### config.mk
export PLATFORM = sky130hd
export DESIGN_NAME = psc_classifier
export DESIGN_NICKNAME = d
export VERILOG_FILES = /design/src/design/psc_pkg.sv /design/src/design/psc_ref_class_enc.sv /design/src/design/psc_classifier.sv
export SDC_FILE = /design/constraint.sdc
export NUM_CORES = 1
export LEC_CHECK = 0
export BUFFER_PORTS_ARGS = -buffer_cell sky130_fd_sc_hd__buf_4
export CORE_MARGIN = 2
export CORE_UTILIZATION = 34
export CTS_BUF_LIST = sky130_fd_sc_hd__clkbuf_16
export CTS_CLUSTER_DIAMETER = 200
export DETAILED_ROUTE_END_ITERATION = 12
export GPL_TIMING_DRIVEN = 0
export PLACE_DENSITY = 0.66
export SYNTH_ARGS = -nofsm -noshare
export SYNTH_HDL_FRONTEND = slang
export SYNTH_HIERARCHICAL = 1
export SYNTH_SLANG_ARGS = --single-unit
### constraint.sdc
create_clock -name clk -period 6.39 [get_ports clk]
set_clock_uncertainty 0.15 [all_clocks]
set_input_delay 0 -clock clk [delete_from_list [all_inputs] [get_ports clk]]
set_output_delay 0 -clock clk [all_outputs]
set_load 0.01 [all_outputs]
### src/design/psc_pkg.sv
package psc_pkg;

  // ----------------------------------------------------------------
  // Register map
  // ----------------------------------------------------------------
  localparam logic [7:0]  PSC_OFF_STATE    = 8'h00;
  localparam logic [7:0]  PSC_OFF_EVENT    = 8'h04;
  localparam logic [7:0]  PSC_OFF_MASK     = 8'h08;
  localparam int          PSC_NUM_EVT      = 5;
  localparam logic [4:0]  PSC_MASK_RST     = 5'h00;

  // State register fields
  localparam int          PSC_ST_STATE_LSB = 0;
  localparam int          PSC_ST_PRIV_BIT  = 3;
  localparam int          PSC_ST_SR_LSB    = 4;
  localparam int          PSC_ST_SAVED_LSB = 9;
  localparam int          PSC_ST_VEC_LSB   = 16;

  // Event bit positions
  localparam int          PSC_EVB_PRIV     = 0;
  localparam int          PSC_EVB_EXC      = 1;
  localparam int          PSC_EVB_HALT     = 2;
  localparam int          PSC_EVB_STOP     = 3;
  localparam int          PSC_EVB_BERR     = 4;

  // ----------------------------------------------------------------
  // Vectors, priority and reference class codes
  // ----------------------------------------------------------------
  localparam logic [7:0]  PSC_VEC_RESET    = 8'h00;
  localparam logic [7:0]  PSC_VEC_BERR     = 8'h02;
  localparam logic [7:0]  PSC_VEC_PRIV     = 8'h08;
  localparam logic [7:0]  PSC_VEC_TRACE    = 8'h09;
  localparam logic [2:0]  PSC_IPM_MAX      = 3'h7;
  localparam logic [2:0]  PSC_RC_USER_DATA = 3'h1;
  localparam logic [2:0]  PSC_RC_USER_PROG = 3'h2;
  localparam logic [2:0]  PSC_RC_SUP_DATA  = 3'h5;
  localparam logic [2:0]  PSC_RC_SUP_PROG  = 3'h6;
  localparam logic [2:0]  PSC_RC_IACK      = 3'h7;

  // ----------------------------------------------------------------
  // Types
  // ----------------------------------------------------------------
  typedef enum logic [2:0] {
    PSC_NORMAL   = 3'b000,
    PSC_EXC_COPY = 3'b001,
    PSC_EXC_VEC  = 3'b011,
    PSC_EXC_SAVE = 3'b010,
    PSC_EXC_LOAD = 3'b110,
    PSC_STOPPED  = 3'b100,
    PSC_HALTED   = 3'b111
  } psc_state_t;

  typedef enum logic [1:0] {
    PSC_EXK_RESET = 2'b00,
    PSC_EXK_BERR  = 2'b01,
    PSC_EXK_INT   = 2'b11,
    PSC_EXK_OTHER = 2'b10
  } psc_exk_t;

  typedef struct packed {
    logic       t;
    logic       s;
    logic [2:0] ipm;
  } psc_sr_t;

  localparam psc_sr_t     PSC_SR_RST       = '{t: 1'b0, s: 1'b1, ipm: 3'h7};

  typedef struct packed {
    logic stop;
    logic reset_op;
    logic sr_write;
    logic user_stack_pointer_move;
  } psc_instr_t;

  typedef struct packed {
    logic reference_class_msb;
    logic reference_class_mid;
    logic reference_class_lsb;
  } psc_ref_class_t;

endpackage : psc_pkg

### src/design/psc_ref_class_enc.sv
`timescale 1ns/1ns
`default_nettype none
module psc_ref_class_enc
  import psc_pkg::*;
(
  // Reference kind
  input  wire logic     supervisor,
  input  wire logic     prog_space,
  input  wire logic     iack,
  // Class code
  output psc_ref_class_t ref_class
);

  // ----------------------------------------------------------------
  // Encoder
  // ----------------------------------------------------------------
  // Only the five assigned codes can come out of this table
  always_comb
  begin
    if (iack)
      ref_class = PSC_RC_IACK;
    else if (supervisor)
      ref_class = prog_space ? PSC_RC_SUP_PROG : PSC_RC_SUP_DATA;
    else
      ref_class = prog_space ? PSC_RC_USER_PROG : PSC_RC_USER_DATA;
  end

endmodule : psc_ref_class_enc
`default_nettype wire

### src/design/psc_classifier.sv
`timescale 1ns/1ns
`default_nettype none
// Summary of operation
// - Exactly one processing state at any time
// - Stop instruction enters stopped, no references
// - Bus error during bus error handling halts
// - Halted is left only by reset
// - Stopped and halted are separate states
// - Privilege follows the supervisor flag
// - Supervisor runs all, classes supervisor references
// - Stack select follows privilege level
// - Exception processing supervisor class, except interrupt acknowledge class
// - Exception stacking uses supervisor stack
// - User level refuses the privileged instructions
// - User level rises only through exceptions
// - Save flag, then set it on entry
// - Three-bit class code, unassigned codes never
// - Four ordered exception steps
// - Step one clears trace, updates mask on reset and interrupt
// - Vector address is number times four
module psc_classifier
  import psc_pkg::*;
#(
  parameter int unsigned IPL_W = 3
)
(
  // Clock and reset
  input  wire logic        clk,
  input  wire logic        rst_n,
  // APB slave
  input  wire logic        psel,
  input  wire logic        penable,
  input  wire logic        pwrite,
  input  wire logic [7:0]  paddr,
  input  wire logic [31:0] pwdata,
  output logic [31:0]      prdata,
  output logic             pready,
  output logic             pslverr,
  // Core instruction side
  input  wire logic        instr_valid,
  input  wire psc_instr_t  instr_kind,
  input  wire psc_sr_t     sr_wr_data,
  input  wire logic        exc_req,
  input  wire logic [7:0]  exc_vector,
  input  wire logic        save_done,
  input  wire logic        load_done,
  // Bus side
  input  wire logic        bus_start,
  input  wire logic        bus_program,
  input  wire logic        bus_error,
  input  wire logic        iack_done,
  input  wire logic [7:0]  iack_vector,
  input  wire logic [IPL_W-1:0] irq_level_pin,
  // Status outputs
  output psc_ref_class_t   ref_class,
  output logic             bus_enable,
  output logic             supervisor,
  output logic             sel_user_stack_pointer,
  output logic [9:0]       vector_addr,
  output logic [2:0]       proc_state,
  output logic             instr_done,
  output logic             instr_refused,
  output logic             irq
);

  // ----------------------------------------------------------------
  // Declarations
  // ----------------------------------------------------------------
  psc_state_t       state_q;
  psc_exk_t         kind_q;
  psc_sr_t          sr_q;
  psc_sr_t          saved_q;
  logic [7:0]       vec_q;
  logic [IPL_W-1:0] lvl_s1_q;
  logic [IPL_W-1:0] lvl_s2_q;
  logic [IPL_W-1:0] lvl_s3_q;
  logic [IPL_W-1:0] lvl_q;
  logic [PSC_NUM_EVT-1:0] evt_q;
  logic [PSC_NUM_EVT-1:0] evt_set;
  logic [PSC_NUM_EVT-1:0] mask_q;
  logic [PSC_NUM_EVT-1:0] evt_d;
  psc_ref_class_t   class_d;
  psc_ref_class_t   class_q;
  logic             in_exc;
  logic             priv_instr;
  logic             priv_viol;
  logic             exec_ok;
  logic             int_pend;
  logic             trace_take;
  logic             take_exc;
  psc_exk_t         take_kind;
  logic [7:0]       take_vec;
  logic             apb_wr;
  logic             apb_rd;
  logic             ev_clear;
  logic [31:0]      state_word;
  logic             bus_enable_q;
  logic             supervisor_q;
  logic             sel_usp_q;
  logic [9:0]       vaddr_q;
  logic             done_q;
  logic             refused_q;
  logic             irq_q;
  logic [31:0]      prdata_q;
  logic             pready_q;
  logic             pslverr_q;

  // The mask compare and the status field are built for three level pins
  if (IPL_W != 3)
  begin : g_bad_ipl_w
    $error("psc_classifier: IPL_W must be 3");
  end

  // ----------------------------------------------------------------
  // Interrupt level pins
  // ----------------------------------------------------------------
  // Stage one feeds stage two only; a level counts once two and three agree
  always_ff @(posedge clk)
  begin
    if (!rst_n)
    begin
      lvl_s1_q <= '0;
      lvl_s2_q <= '0;
      lvl_s3_q <= '0;
      lvl_q    <= '0;
    end
    else
    begin
      lvl_s1_q <= irq_level_pin;
      lvl_s2_q <= lvl_s1_q;
      lvl_s3_q <= lvl_s2_q;
      if (lvl_s2_q == lvl_s3_q)
        lvl_q <= lvl_s3_q;
    end
  end

  // ----------------------------------------------------------------
  // Exception selection
  // ----------------------------------------------------------------
  assign in_exc     = (state_q == PSC_EXC_COPY) || (state_q == PSC_EXC_VEC) ||
                      (state_q == PSC_EXC_SAVE) || (state_q == PSC_EXC_LOAD);
  assign priv_instr = instr_valid & (instr_kind.stop | instr_kind.reset_op |
                      instr_kind.sr_write | instr_kind.user_stack_pointer_move);
  assign priv_viol  = priv_instr & ~sr_q.s & (state_q == PSC_NORMAL);
  assign exec_ok    = instr_valid & (state_q == PSC_NORMAL) & ~bus_error &
                      ~exc_req & ~priv_viol;
  assign int_pend   = (lvl_q == PSC_IPM_MAX) || (lvl_q > sr_q.ipm);
  assign trace_take = exec_ok & sr_q.t;

  // Fixed priority; a stop with trace set traces instead of stopping
  always_comb
  begin
    take_exc  = 1'b1;
    take_kind = PSC_EXK_OTHER;
    take_vec  = exc_vector;
    if (bus_error)
    begin
      take_kind = PSC_EXK_BERR;
      take_vec  = PSC_VEC_BERR;
    end
    else if (exc_req)
      take_vec = exc_vector;
    else if (priv_viol)
      take_vec = PSC_VEC_PRIV;
    else if (trace_take)
      take_vec = PSC_VEC_TRACE;
    else if (int_pend)
      take_kind = PSC_EXK_INT;
    else
      take_exc = 1'b0;
  end

  // ----------------------------------------------------------------
  // Processing state machine
  // ----------------------------------------------------------------
  always_ff @(posedge clk)
  begin
    if (!rst_n)
    begin
      state_q <= PSC_EXC_COPY;
      kind_q  <= PSC_EXK_RESET;
    end
    else
    begin
      unique case (state_q)
        PSC_NORMAL:
        begin
          if (take_exc)
          begin
            state_q <= PSC_EXC_COPY;
            kind_q  <= take_kind;
          end
          else if (exec_ok && instr_kind.stop)
            state_q <= PSC_STOPPED;
        end
        PSC_STOPPED:
        begin
          if (int_pend)
          begin
            state_q <= PSC_EXC_COPY;
            kind_q  <= PSC_EXK_INT;
          end
        end
        PSC_HALTED:
          state_q <= PSC_HALTED;
        default:
        begin
          if (bus_error && (kind_q == PSC_EXK_BERR))
            state_q <= PSC_HALTED;
          else if (bus_error)
          begin
            state_q <= PSC_EXC_COPY;
            kind_q  <= PSC_EXK_BERR;
          end
          else
          begin
            unique case (state_q)
              PSC_EXC_COPY:
                state_q <= PSC_EXC_VEC;
              PSC_EXC_VEC:
              begin
                if (kind_q != PSC_EXK_INT || iack_done)
                  state_q <= (kind_q == PSC_EXK_RESET) ? PSC_EXC_LOAD : PSC_EXC_SAVE;
              end
              PSC_EXC_SAVE:
              begin
                if (save_done)
                  state_q <= PSC_EXC_LOAD;
              end
              PSC_EXC_LOAD:
              begin
                if (load_done)
                  state_q <= PSC_NORMAL;
              end
              default:
                state_q <= PSC_HALTED;
            endcase
          end
        end
      endcase
    end
  end

  // ----------------------------------------------------------------
  // Status flags and vector
  // ----------------------------------------------------------------
  always_ff @(posedge clk)
  begin
    if (!rst_n)
    begin
      sr_q    <= PSC_SR_RST;
      saved_q <= PSC_SR_RST;
    end
    else if (state_q == PSC_EXC_COPY)
    begin
      saved_q <= sr_q;
      sr_q.s  <= 1'b1;
      sr_q.t  <= 1'b0;
      if (kind_q == PSC_EXK_RESET)
        sr_q.ipm <= PSC_IPM_MAX;
      else if (kind_q == PSC_EXK_INT)
        sr_q.ipm <= lvl_q;
    end
    else if (exec_ok && (instr_kind.sr_write || instr_kind.stop))
      sr_q <= sr_wr_data;
  end

  always_ff @(posedge clk)
  begin
    if (!rst_n)
      vec_q <= PSC_VEC_RESET;
    else if (state_q == PSC_NORMAL && take_exc)
      vec_q <= take_vec;
    else if (state_q == PSC_EXC_COPY && kind_q == PSC_EXK_RESET)
      vec_q <= PSC_VEC_RESET;
    else if (state_q == PSC_EXC_COPY && kind_q == PSC_EXK_BERR)
      vec_q <= PSC_VEC_BERR;
    else if (state_q == PSC_EXC_VEC && kind_q == PSC_EXK_INT && iack_done)
      vec_q <= iack_vector;
  end

  always_ff @(posedge clk)
  begin
    if (!rst_n)
      vaddr_q <= '0;
    else if (state_q == PSC_EXC_VEC)
      vaddr_q <= {(kind_q == PSC_EXK_INT && iack_done) ? iack_vector : vec_q, 2'b00};
  end

  // ----------------------------------------------------------------
  // Privilege, stack select and reference class
  // ----------------------------------------------------------------
  psc_ref_class_enc u_enc (
    .supervisor (sr_q.s | in_exc),
    .prog_space (bus_program),
    .iack       (state_q == PSC_EXC_VEC && kind_q == PSC_EXK_INT),
    .ref_class  (class_d)
  );

  always_ff @(posedge clk)
  begin
    if (!rst_n)
    begin
      supervisor_q <= 1'b1;
      sel_usp_q    <= 1'b0;
      class_q      <= PSC_RC_SUP_PROG;
      bus_enable_q <= 1'b0;
    end
    else
    begin
      supervisor_q <= sr_q.s | in_exc;
      sel_usp_q    <= ~(sr_q.s | in_exc);
      bus_enable_q <= (state_q != PSC_STOPPED) && (state_q != PSC_HALTED);
      if (bus_start)
        class_q <= class_d;
    end
  end

  always_ff @(posedge clk)
  begin
    if (!rst_n)
    begin
      done_q    <= 1'b0;
      refused_q <= 1'b0;
    end
    else
    begin
      done_q    <= exec_ok;
      refused_q <= priv_viol & ~bus_error & ~exc_req;
    end
  end

  // ----------------------------------------------------------------
  // APB registers and interrupt
  // ----------------------------------------------------------------
  assign apb_wr   = psel & penable & pready_q & pwrite;
  assign apb_rd   = psel & penable & pready_q & ~pwrite;
  assign ev_clear = apb_rd & (paddr == PSC_OFF_EVENT);

  always_comb
  begin
    state_word = '0;
    state_word[PSC_ST_STATE_LSB +: 3] = state_q;
    state_word[PSC_ST_PRIV_BIT]       = sr_q.s | in_exc;
    state_word[PSC_ST_SR_LSB +: 5]    = sr_q;
    state_word[PSC_ST_SAVED_LSB +: 5] = saved_q;
    state_word[PSC_ST_VEC_LSB +: 8]   = vec_q;
    evt_set = '0;
    evt_set[PSC_EVB_PRIV] = priv_viol;
    evt_set[PSC_EVB_EXC]  = (state_q == PSC_EXC_COPY);
    evt_set[PSC_EVB_HALT] = in_exc && bus_error && (kind_q == PSC_EXK_BERR);
    evt_set[PSC_EVB_STOP] = exec_ok && instr_kind.stop && !take_exc;
    evt_set[PSC_EVB_BERR] = bus_error;
    // Only the bits the read returned are cleared; a later event survives
    evt_d = (evt_q & ~({PSC_NUM_EVT{ev_clear}} & prdata_q[PSC_NUM_EVT-1:0])) | evt_set;
  end

  // One wait-free access: answer is prepared in the setup cycle
  always_ff @(posedge clk)
  begin
    if (!rst_n)
    begin
      pready_q  <= 1'b0;
      pslverr_q <= 1'b0;
      prdata_q  <= 32'h0000_0000;
    end
    else
    begin
      pready_q  <= psel & ~penable;
      pslverr_q <= psel & ~penable & (paddr != PSC_OFF_STATE) &
                   (paddr != PSC_OFF_EVENT) & (paddr != PSC_OFF_MASK);
      if (psel && !penable)
      begin
        unique case (paddr)
          PSC_OFF_STATE: prdata_q <= state_word;
          PSC_OFF_EVENT: prdata_q <= {27'h000_0000, evt_q};
          PSC_OFF_MASK:  prdata_q <= {27'h000_0000, mask_q};
          default:       prdata_q <= 32'h0000_0000;
        endcase
      end
    end
  end

  // Read clears what it showed; an event in the clearing cycle stays set
  always_ff @(posedge clk)
  begin
    if (!rst_n)
    begin
      evt_q  <= '0;
      mask_q <= PSC_MASK_RST;
      irq_q  <= 1'b0;
    end
    else
    begin
      evt_q <= evt_d;
      if (apb_wr && paddr == PSC_OFF_MASK)
        mask_q <= pwdata[PSC_NUM_EVT-1:0];
      irq_q <= |(evt_d & mask_q);
    end
  end

  assign prdata                 = prdata_q;
  assign pready                 = pready_q;
  assign pslverr                = pslverr_q;
  assign ref_class              = class_q;
  assign bus_enable             = bus_enable_q;
  assign supervisor             = supervisor_q;
  assign sel_user_stack_pointer = sel_usp_q;
  assign vector_addr            = vaddr_q;
  assign proc_state             = state_q;
  assign instr_done             = done_q;
  assign instr_refused          = refused_q;
  assign irq                    = irq_q;
endmodule : psc_classifier
`default_nettype wire

==> flow_metrics.tcl, run 1 <==
set metrics [dict create \
    switching_power_mw 0.364 \
    ctsRootBufferMaster "sky130_fd_sc_hd__clkbuf_16" \
    firstDrtPassIters 5 \
    layout_common_cells "110 x sky130_fd_sc_hd__buf_4, 86 x sky130_fd_sc_hd__dfxtp_1, 70 x sky130_fd_sc_hd__nor2_1" \
    run_status "finished clean" \
    max_freq_ghz 0.329 \
    syn_avg_cell_area_sq_um 8.77 \
    place.gp.congestion 0.864 \
    required_time_at_the_endpoint_of_the_critical_path_ns 6.52 \
    synth_compound_gate_area_share_pct 19.9 \
    yosys.cell_types.count 61 \
    worst_slack_ns 3.35 \
    ys_seq_elements 86 \
    power_frac_comb_pct 18.4 \
    power.switching_fraction_pct 26.9 \
    synthSimpleGateAreaFrac_pct 21.1 \
    ys.flop_type "sky130_fd_sc_hd__dfxtp_1" \
    p_clk_share_pct 37.8 \
    core_region_area_sq_um 11400 \
    hold_viol 0 \
    layout_commonest_cell "sky130_fd_sc_hd__buf_4" \
    netlist_area_before_placement_sq_um 3970 \
    slew_headroom_pct 50.4 \
    grt_setup_unrepaired "no" \
    top_area_cell_type_share_of_the_netlist_area_pct 43.3 \
    chipHeight_um 112 \
    critical_path_peak_fanout 6 \
    grtUsageTotal_pct 18.8 \
    cts_tree "yes" \
    route.antenna.remaining_nets 0 \
    area_delta_synth_final_pct 42.5 \
    setup.worst_path.class "reg -> reg" \
    synth_top_family_by_area "simple AND/OR/NAND/NOR gates" \
    timing.hold.worst.class "in -> reg" \
    timing_worst_slew_pin_value_ns 0.736 \
    place.port_buffers 94 \
    floorplan.initialDensity_pct 34.8 \
    cts.path.max_buffers 2 \
    clock_latency_ns 0.34 \
    cts_resized 0 \
    timing.final.crit_share_pct 47.6 \
    rows 39 \
    final-setup-viol-count 0 \
    grt_antenna_before_repair 0 \
    io_pins 137 \
    placement.setup.worst_slack_ns 3.88 \
    totalNegativeSetupSlack_ns 0 \
    leakage_nw 2.51 \
    global_route.overflow_total 0 \
    die-width_um 112 \
    power.ir.vdd_worst_uv 121 \
    p_seq_share_pct 43.9 \
    synth_top_cells_by_area "sky130_fd_sc_hd__dfxtp_1 43%, sky130_fd_sc_hd__nor2_1 6.6%, sky130_fd_sc_hd__mux2i_1 6.5%" \
    post_synth_edffs 0 \
    synth_cells 453 \
    timing_max_transition_violations_final 0 \
    routed_wirelength_um 11700 \
    intPower_mw 0.989 \
    powerDensity_nw_per_um2 239 \
    crit_path_end_kind "flop" \
    clock_sinks 86 \
    route.vias.total 3846 \
    synthAdderAreaFrac_pct 0.945 \
    final_net_count 700 \
    htree_levels 3 \
    synth_top_cell_by_area "sky130_fd_sc_hd__dfxtp_1" \
    grt_start_max_net_pins 15 \
    drt-vias-per-instance 5.03 \
    worst-endpoint-arrival_ns 3.17 \
    grt_pass1_vias 3805 \
    die_outline_area_sq_um 12600 \
    tritoncts.num_buffers 9 \
    avgRoutedWirePerCell_um 15.4 \
    async_flop_share_pct 0 \
    fillerInstances 1083 \
    wire_length_of_the_first_global_routing_pass_um 18900 \
    critical_path.startpoint_type "flop" \
    synthXorXnorAreaFrac_pct 0.882 \
    place_hpwl_um 8630 \
    drt_drc_violations_left 0 \
    synth.area.mux_share_pct 6.55 \
    synth.yosys.seq_area_share_pct 43.3 \
    maxCapViolCount 0 \
    yosys_warnings 6 \
    clk_pin_slew_worst_paths_ns 0.06 \
    timing.final.crit_period_ns 3.04 \
    number_of_diodes 0 \
    share_of_cells_above_drive_strength_1_pct 23.0 \
    drt_iter0_drc 252 \
]
path summary, 6_finish.rpt:
kind                                    start           to  slack, ns  cells after the start
worst max-delay path                 lvl_q[0]     vec_q[7]       3.35                      9
worst min-delay path            instr_kind[2]     evt_q[0]      0.001                      4
worst max register to register       lvl_q[0]     vec_q[7]       3.35                      9
worst min register to register    lvl_s1_q[1]  lvl_s2_q[1]       0.28                      1
power groups by stage:
stage / logic (mW) / clock network [mW] / registers [mW]
after floorplan: 0.138 / 0 / 0.601
after global placement: 0.217 / 0 / 0.605
after detailed placement: 0.221 / 0 / 0.605
final: 0.248 / 0.511 / 0.594
after CTS: 0.247 / 0.520 / 0.594
after global routing: 0.272 / 0.542 / 0.599
final cells by class:
type | instances | area [sq um] | share of cell area (%)
clock inverter | 7 | 66.3 | 1.17
timing repair buffer | 141 | 1180 | 20.8
clock buffer | 9 | 225 | 3.98
buffer | 43 | 233 | 4.11
sequential | 86 | 1720 | 30.4
inverter | 14 | 52.6 | 0.928
multi-input combinational | 321 | 2010 | 35.5
tap | 143 | 179 | 3.16
flip-flops by register name, indices dropped and copies added, names as in the netlist, 2 cells and up:
register,count
lvl_s1_q,3
vec_q,8
lvl_s2_q,3
saved_q,5
kind_q,2
lvl_q,3
prdata,22
ref_class,3
lvl_s3_q,3
vector_addr,8
evt_q,5
sr_q,5
proc_state,3
mask_q,5
critical path, stage by stage, from the launching register on:
cell	delay, ns
sky130_fd_sc_hd__dfxtp_1	0.40
sky130_fd_sc_hd__inv_1	0.07
sky130_fd_sc_hd__ha_1	0.27
sky130_fd_sc_hd__nand3_1	0.08
sky130_fd_sc_hd__o21ai_0	0.08
sky130_fd_sc_hd__o21ai_0	0.58
sky130_fd_sc_hd__o2111ai_1	0.39
sky130_fd_sc_hd__o32ai_1	0.24
sky130_fd_sc_hd__dlygate4sd3_1	0.60
sky130_fd_sc_hd__o21a_1	0.11
repair_timing:
item | 4_1_cts | 5_1_grt
endpoints found under the hold margin | 40 | 0
setup buffers | 0 | 0
hold buffers | 47 | 0
routing by layer:
| layer | global-route usage (%) | share of wire [%] | wire (um) | vias up |
|---|---|---|---|---|
| li1 | - | - | - | 1911 |
| met1 | 23.7 | 43 | 5040 | 1769 |
| met2 | 30.4 | 48 | 5690 | 141 |
| met3 | 4.91 | 6.1 | 717 | 25 |
| met4 | 7.80 | 2.6 | 301 | 0 |
| met5 | 0 | 0 | 0 | - |
synth_stat cells, drive strengths merged (9+ instances only):
master  number
dfxtp       86
nor2        71
nand2       28
mux2i       26
buf         22
a21oi       21
clkbuf      21
a22oi       17
nor3        16
inv         14
o21ai       12
a211oi      11
and2        11
nand3        9
through the flow:
step                hold WS, ns  power (mW)  instance area [sq um]  instances  utilization (%)
global route            0.00627        1.41                   5660        764             49.6
floorplan               -0.0227       0.739                   4020        464                -
finish                  0.00149        1.35                   5660        764             49.6
detailed placement       0.0625       0.826                   4900        701             42.9
global placement         0.0583       0.822                   4900        701             42.9
CTS                     0.00250        1.36                   5660        764             49.6
cell families after synthesis:
logic type	Yosys count
other cells	1
compound gates	111
mux	26
buf+inv	57
simple gates	165
flops	86
xor+xnor	4
fa+ha+maj	3
(Power assumes the default switching activity.)
==> run 2: changes to the inputs <==
==> constraint.sdc (replaced) <==
create_clock -name clk -period 3.1 [get_ports clk]
set_clock_uncertainty 0.15 [all_clocks]
set_input_delay 0 -clock clk [delete_from_list [all_inputs] [get_ports clk]]
set_output_delay 0 -clock clk [all_outputs]
set_load 0.01 [all_outputs]
==> run 2 against run 1 <==
Net effect:
- register-to-register slack got worse by 3.1 ns
- via count grew 0.47%
- power is 110% higher
- clock power rose by 110%
- fmax up 6.7%
- sequential cell count stayed put
- combinational power is 110% higher
- critical path type unchanged
- highest routed layer unchanged
==> flow_metrics.tcl, run 2 (synthesis results as in run 1) <==
set metrics [dict create \
    final-setup-viol-count 0 \
    layoutNonFillerInstCount 764 \
    largest_register_ffs 22 \
    ctsRootBufferMaster "sky130_fd_sc_hd__clkbuf_16" \
    place_hpwl_um 8630 \
    grt_start_max_net_pins 15 \
    required_time_at_the_endpoint_of_the_critical_path_ns 3.18 \
    clk_pin_slew_worst_paths_ns 0.06 \
    crit_chain "ha_1, a211oi_1, o21ai_1, o2111ai_1, o32ai_1, dlygate4sd3_1, o21a_1" \
    share_of_cells_above_drive_strength_1_pct 23.0 \
    route.antenna.remaining_nets 0 \
    crit-reg2reg-launch "lvl_q[1]" \
    run_status "finished clean" \
    grt_pass1_vias 3805 \
    place_inst 701 \
    timing.rr.end "vec_q[7]" \
    drt-vias-per-instance 5.06 \
    die_outline_area_sq_um 12600 \
    cp_slowest_cell "sky130_fd_sc_hd__dlygate4sd3_1" \
    worst-endpoint-arrival_ns 2.93 \
    drt_drc_violations_left 0 \
    crit_path_end_kind "flop" \
    cts.path.max_buffers 2 \
    grtUsageTotal_pct 18.8 \
    cp_num_cells 7 \
    largest_stage_delay_worst_path_ns 0.60 \
    rows 39 \
    power.ir.vdd_worst_uv 250 \
    timing.critical_path.buf_inv 1 \
    max_freq_ghz 0.351 \
    maxCapViolCount 0 \
    grt_antenna_before_repair 0 \
    worst_setup_path_startpoint "lvl_q[1]" \
    timing.hold.worst.class "in -> reg" \
    grt_setup_unrepaired "no" \
    setup.worst_path.class "reg -> reg" \
    timing_worst_slew_pin_value_ns 0.727 \
    chipHeight_um 112 \
    r2r_cells 7 \
    leakage_nw 2.51 \
    place.port_buffers 94 \
    clock_latency_ns 0.34 \
    area_of_all_sequential_standard_cells_sq_um 1720 \
    critPathTopFamily "compound AO/OA/AOI/OAI gates" \
    fillerInstances 1083 \
    powerDensity_nw_per_um2 493 \
    timing.final.crit_share_pct 91.9 \
    placement.setup.worst_slack_ns 0.594 \
    ff2ff_setup_slack_ns 0.25 \
    critical_path_peak_fanout 6 \
    critical_path.startpoint_type "flop" \
    layout_commonest_cell "sky130_fd_sc_hd__buf_4" \
    slew_headroom_pct 51.0 \
    clock_sinks 86 \
    worst_slack_ns 0.250 \
    layout_common_cells "110 x sky130_fd_sc_hd__buf_4, 86 x sky130_fd_sc_hd__dfxtp_1, 70 x sky130_fd_sc_hd__nor2_1" \
    timing_max_transition_violations_final 0 \
    firstDrtPassIters 4 \
    tritoncts.num_buffers 9 \
    io_pins 137 \
    timing.final.crit_period_ns 2.85 \
    die-width_um 112 \
    number_of_diodes 0 \
    routed_wirelength_um 11800 \
    route.vias.total 3864 \
    drt_iter0_drc 251 \
    cts_tree "yes" \
    global_route.overflow_total 0 \
    hold_viol 0 \
    final_net_count 700 \
    setup.worst_path.end "vec_q[7]" \
    floorplan.initialDensity_pct 34.8 \
    htree_levels 3 \
    totalNegativeSetupSlack_ns 0 \
    place.gp.congestion 0.864 \
    multi_input_comb_area_sq_um 2010 \
    core_region_area_sq_um 11400 \
    avgRoutedWirePerCell_um 15.4 \
    wire_length_of_the_first_global_routing_pass_um 18900 \
    area_delta_synth_final_pct 42.5 \
]
[run 2: repair_timing]
action / in CTS / in global routing
hold buffers: 47 / 0
resized for setup: 0 / 1
buffers inserted: 0 / 0
setup endpoints to repair: 0 / 5
endpoints found under the hold margin: 40 / 0
[run 2: worst reg2reg max path, stage by stage, from the launching register on]
cell,delay [ns]
sky130_fd_sc_hd__dfxtp_1,0.46
sky130_fd_sc_hd__ha_1,0.30
sky130_fd_sc_hd__a211oi_1,0.23
sky130_fd_sc_hd__o21ai_1,0.23
sky130_fd_sc_hd__o2111ai_1,0.49
sky130_fd_sc_hd__o32ai_1,0.19
sky130_fd_sc_hd__dlygate4sd3_1,0.60
sky130_fd_sc_hd__o21a_1,0.10
[run 2: layer usage]
metal	vias to the layer above	track usage [%]	routed length, um
met5	-	0	0
met3	24	4.91	740
met1	1789	23.7	5020
met2	140	30.4	5700
met4	0	7.80	297
li1	1911	-	-
[run 2: how the worst min path moves through the flow]
| stage | slack [ns] | to | cells past startpoint | from |
|---|---|---|---|---|
| 6_report | 0.002 | evt_q[0] | 4 | instr_kind[2] |
| 4_1_cts | 0.003 | evt_q[4] | 4 | pwrite |
| 3_3_place_gp | 0.06 | lvl_s1_q[2] | 2 | irq_level_pin[2] |
| 2_1_floorplan | -0.02 | lvl_s1_q[0] | 1 | irq_level_pin[0] |
| 5_1_grt | 0.006 | vec_q[0] | 4 | exc_vector[0] |
| 3_5_place_dp | 0.06 | lvl_s1_q[0] | 2 | irq_level_pin[0] |
[run 2: layout make-up]
class / instances / share of cell area [%]
tap: 143 / 3.16
multi-input combinational: 321 / 35.5
clock inverter: 7 / 1.17
inverter: 14 / 0.928
clock buffer: 9 / 3.98
timing repair buffer: 141 / 20.8
sequential: 86 / 30.4
buffer: 43 / 4.11
[run 2: power breakdown]
part | leakage (nW) | internal [mW] | switching [mW]
logic | 1.66 | 0.250 | 0.262
clock network | 0.140 | 0.618 | 0.435
registers | 0.702 | 1.17 | 0.0530
total | 2.51 | 2.04 | 0.750
[run 2: per-stage QoR]
| step | power, mW | utilization (%) | hold slack, ns | area [sq um] |
|---|---|---|---|---|
| CTS | 2.80 | 49.6 | 0.00250 | 5660 |
| detailed placement | 1.70 | 42.9 | 0.0625 | 4900 |
| finish | 2.79 | 49.6 | 0.00216 | 5660 |
| global route | 2.91 | 49.6 | 0.00627 | 5660 |
| floorplan | 1.52 | - | -0.0227 | 4020 |
| global placement | 1.69 | 42.9 | 0.0583 | 4900 |
==> run 3: changes to the inputs <==
--- a/config.mk
+++ b/config.mk
@@ -12,7 +12,8 @@
 export CTS_CLUSTER_DIAMETER = 200
 export DETAILED_ROUTE_END_ITERATION = 12
 export GPL_TIMING_DRIVEN = 0
-export PLACE_DENSITY = 0.66
+export MAX_ROUTING_LAYER = met4
+export PLACE_DENSITY = 0.6
 export SYNTH_ARGS = -nofsm -noshare
 export SYNTH_HDL_FRONTEND = slang
 export SYNTH_HIERARCHICAL = 1
==> run 3 against run 2 <==
Net effect:
- setup slack better by 0.0020 ns
- sequential cell count unchanged
- sequential power about the same
- utilization grew 0.19 points
- hold slack better by 0.014 ns
- critical endpoint is now vec_q[0]
- largest cell class unchanged
- largest power group unchanged
- highest routed layer unchanged
==> flow_metrics.tcl, run 3 (synthesis results as in run 1) <==
set metrics [dict create \
    slew_headroom_pct 51.3 \
    crit-reg2reg-launch "sr_q[2]" \
    chipHeight_um 112 \
    final.hold.worst_slack_ns 0.0165 \
    firstDrtPassIters 5 \
    largest_register_ffs 22 \
    htree_levels 3 \
    final_net_count 699 \
    clk_pin_slew_worst_paths_ns 0.07 \
    powerDensity_nw_per_um2 510 \
    ff2ff_setup_slack_ns 0.25 \
    drt-vias-per-instance 5.14 \
    route.antenna.remaining_nets 0 \
    totalNegativeSetupSlack_ns 0 \
    final-setup-viol-count 0 \
    core_region_area_sq_um 11400 \
    cts.path.max_buffers 2 \
    tritoncts.num_buffers 9 \
    hold_sp "paddr[4]" \
    critPathTopFamily "compound AO/OA/AOI/OAI gates" \
    number_of_diodes 0 \
    grt_start_max_net_pins 16 \
    ctsRootBufferMaster "sky130_fd_sc_hd__clkbuf_16" \
    required_time_at_the_endpoint_of_the_critical_path_ns 3.23 \
    power.ir.vdd_worst_uv 331 \
    drt_drc_violations_left 0 \
    crit_chain "inv_1, ha_1, nand3_1, o21ai_0, o21ai_1, o21a_1, buf_6, nor3_1, a2111oi_2, dlygate4sd3_1" \
    setup.worst_path.class "reg -> reg" \
    timing.final.crit_period_ns 2.85 \
    avgRoutedWirePerCell_um 15.7 \
    leakage_nw 2.52 \
    timing.final.crit_share_pct 91.9 \
    cts_tree "yes" \
    cp_slowest_cell "sky130_fd_sc_hd__dlygate4sd3_1" \
    grt_setup_unrepaired "no" \
    clock_latency_ns 0.33 \
    route.vias.total 3921 \
    end_of_flow_core_utilization_pct 49.8 \
    layoutNonFillerInstCount 763 \
    die_outline_area_sq_um 12600 \
    worst_setup_path_startpoint "sr_q[2]" \
    max_freq_ghz 0.351 \
    run_status "finished clean" \
    layout_common_cells "110 x sky130_fd_sc_hd__buf_4, 86 x sky130_fd_sc_hd__dfxtp_1, 70 x sky130_fd_sc_hd__nor2_1" \
    worst-endpoint-arrival_ns 2.98 \
    critical_path_peak_fanout 10 \
    place.gp.congestion 0.911 \
    clock_sinks 86 \
    place_hpwl_um 8580 \
    global_route.overflow_total 0 \
    grt_pass1_vias 3732 \
    place.port_buffers 94 \
    area_delta_synth_final_pct 43.0 \
    die-width_um 112 \
    wire_length_of_the_first_global_routing_pass_um 18800 \
    layout_commonest_cell "sky130_fd_sc_hd__buf_4" \
    routed_wirelength_um 12000 \
    largest_stage_delay_worst_path_ns 0.58 \
    timing.critical_path.buf_inv 3 \
    place_inst 701 \
    floorplan.initialDensity_pct 34.8 \
    hold_viol 0 \
    timing_worst_slew_pin_value_ns 0.723 \
    critical_path.startpoint_type "flop" \
    maxCapViolCount 0 \
    timing_max_transition_violations_final 0 \
    grtUsageTotal_pct 19.2 \
    rows 39 \
    io_pins 137 \
    drt_iter0_drc 269 \
    grt_antenna_before_repair 0 \
    timing.hold.worst.class "in -> reg" \
    crit_path_end_kind "flop" \
    share_of_cells_above_drive_strength_1_pct 23.2 \
]
run 3: changes by cell type in the layout (fill, tap and decap cells not counted):
cell                            change
sky130_fd_sc_hd__clkinvlp_4         -1
sky130_fd_sc_hd__inv_6              +1
sky130_fd_sc_hd__dlygate4sd3_1      -1
sky130_fd_sc_hd__bufinv_16          +1
sky130_fd_sc_hd__inv_1              -1
sky130_fd_sc_hd__clkinv_4           +1
sky130_fd_sc_hd__clkinv_2           -1
run 3: final timing paths:
path | cells past startpoint | endpoint
min reg2reg | 1 | lvl_s2_q[0]
max | 10 | vec_q[0]
max reg2reg | 10 | vec_q[0]
min | 4 | evt_q[4]
run 3: area by class of cell:
type | instances | area [sq um]
repair buffers | 140 | 1170
flip-flops and latches | 86 | 1720
multi-input cells | 321 | 2010
clock buffers | 9 | 225
plain buffers | 43 | 233
inverters | 14 | 52.6
fillers | 1103 | 5740
well taps | 143 | 179
clock inverters | 7 | 97.6
run 3: repair_timing:
item | in CTS | in global routing
setup endpoints to repair | 0 | 6
hold endpoints to repair | 39 | 0
buffers inserted | 0 | 0
resized for setup | 0 | 1
hold buffers | 46 | 0
run 3: report_power, final:
group	internal, mW	switching (mW)
logic	0.251	0.267
registers	1.17	0.0554
clock network	0.709	0.444
total	2.13	0.767
run 3: layer usage:
metal	vias up	global-route usage [%]	share of wire [%]
met3	25	3.73	4.5
met5	-	-	0
met4	0	7.48	2.4
met2	127	31.3	48
li1	1911	-	-
met1	1858	23.7	45
run 3: worst register-to-register path, cell delays in order (launching register included):
cell and delay [ns]:
sky130_fd_sc_hd__dfxtp_1 0.36, sky130_fd_sc_hd__inv_1 0.07, sky130_fd_sc_hd__ha_1 0.32, sky130_fd_sc_hd__nand3_1 0.09, sky130_fd_sc_hd__o21ai_0 0.08, sky130_fd_sc_hd__o21ai_1 0.39, sky130_fd_sc_hd__o21a_1 0.23, sky130_fd_sc_hd__buf_6 0.14
sky130_fd_sc_hd__nor3_1 0.06, sky130_fd_sc_hd__a2111oi_2 0.32, sky130_fd_sc_hd__dlygate4sd3_1 0.58
run 3: per-stage QoR:
stage | power (mW) | area (sq um) | worst slack, ns
2_1_floorplan | 1.52 | 4020 | 0.935
3_3_place_gp | 1.70 | 4900 | 0.614
3_5_place_dp | 1.70 | 4900 | 0.618
4_1_cts | 2.90 | 5680 | 0.0615
5_1_grt | 3.02 | 5680 | 0.100
6_report | 2.90 | 5680 | 0.252
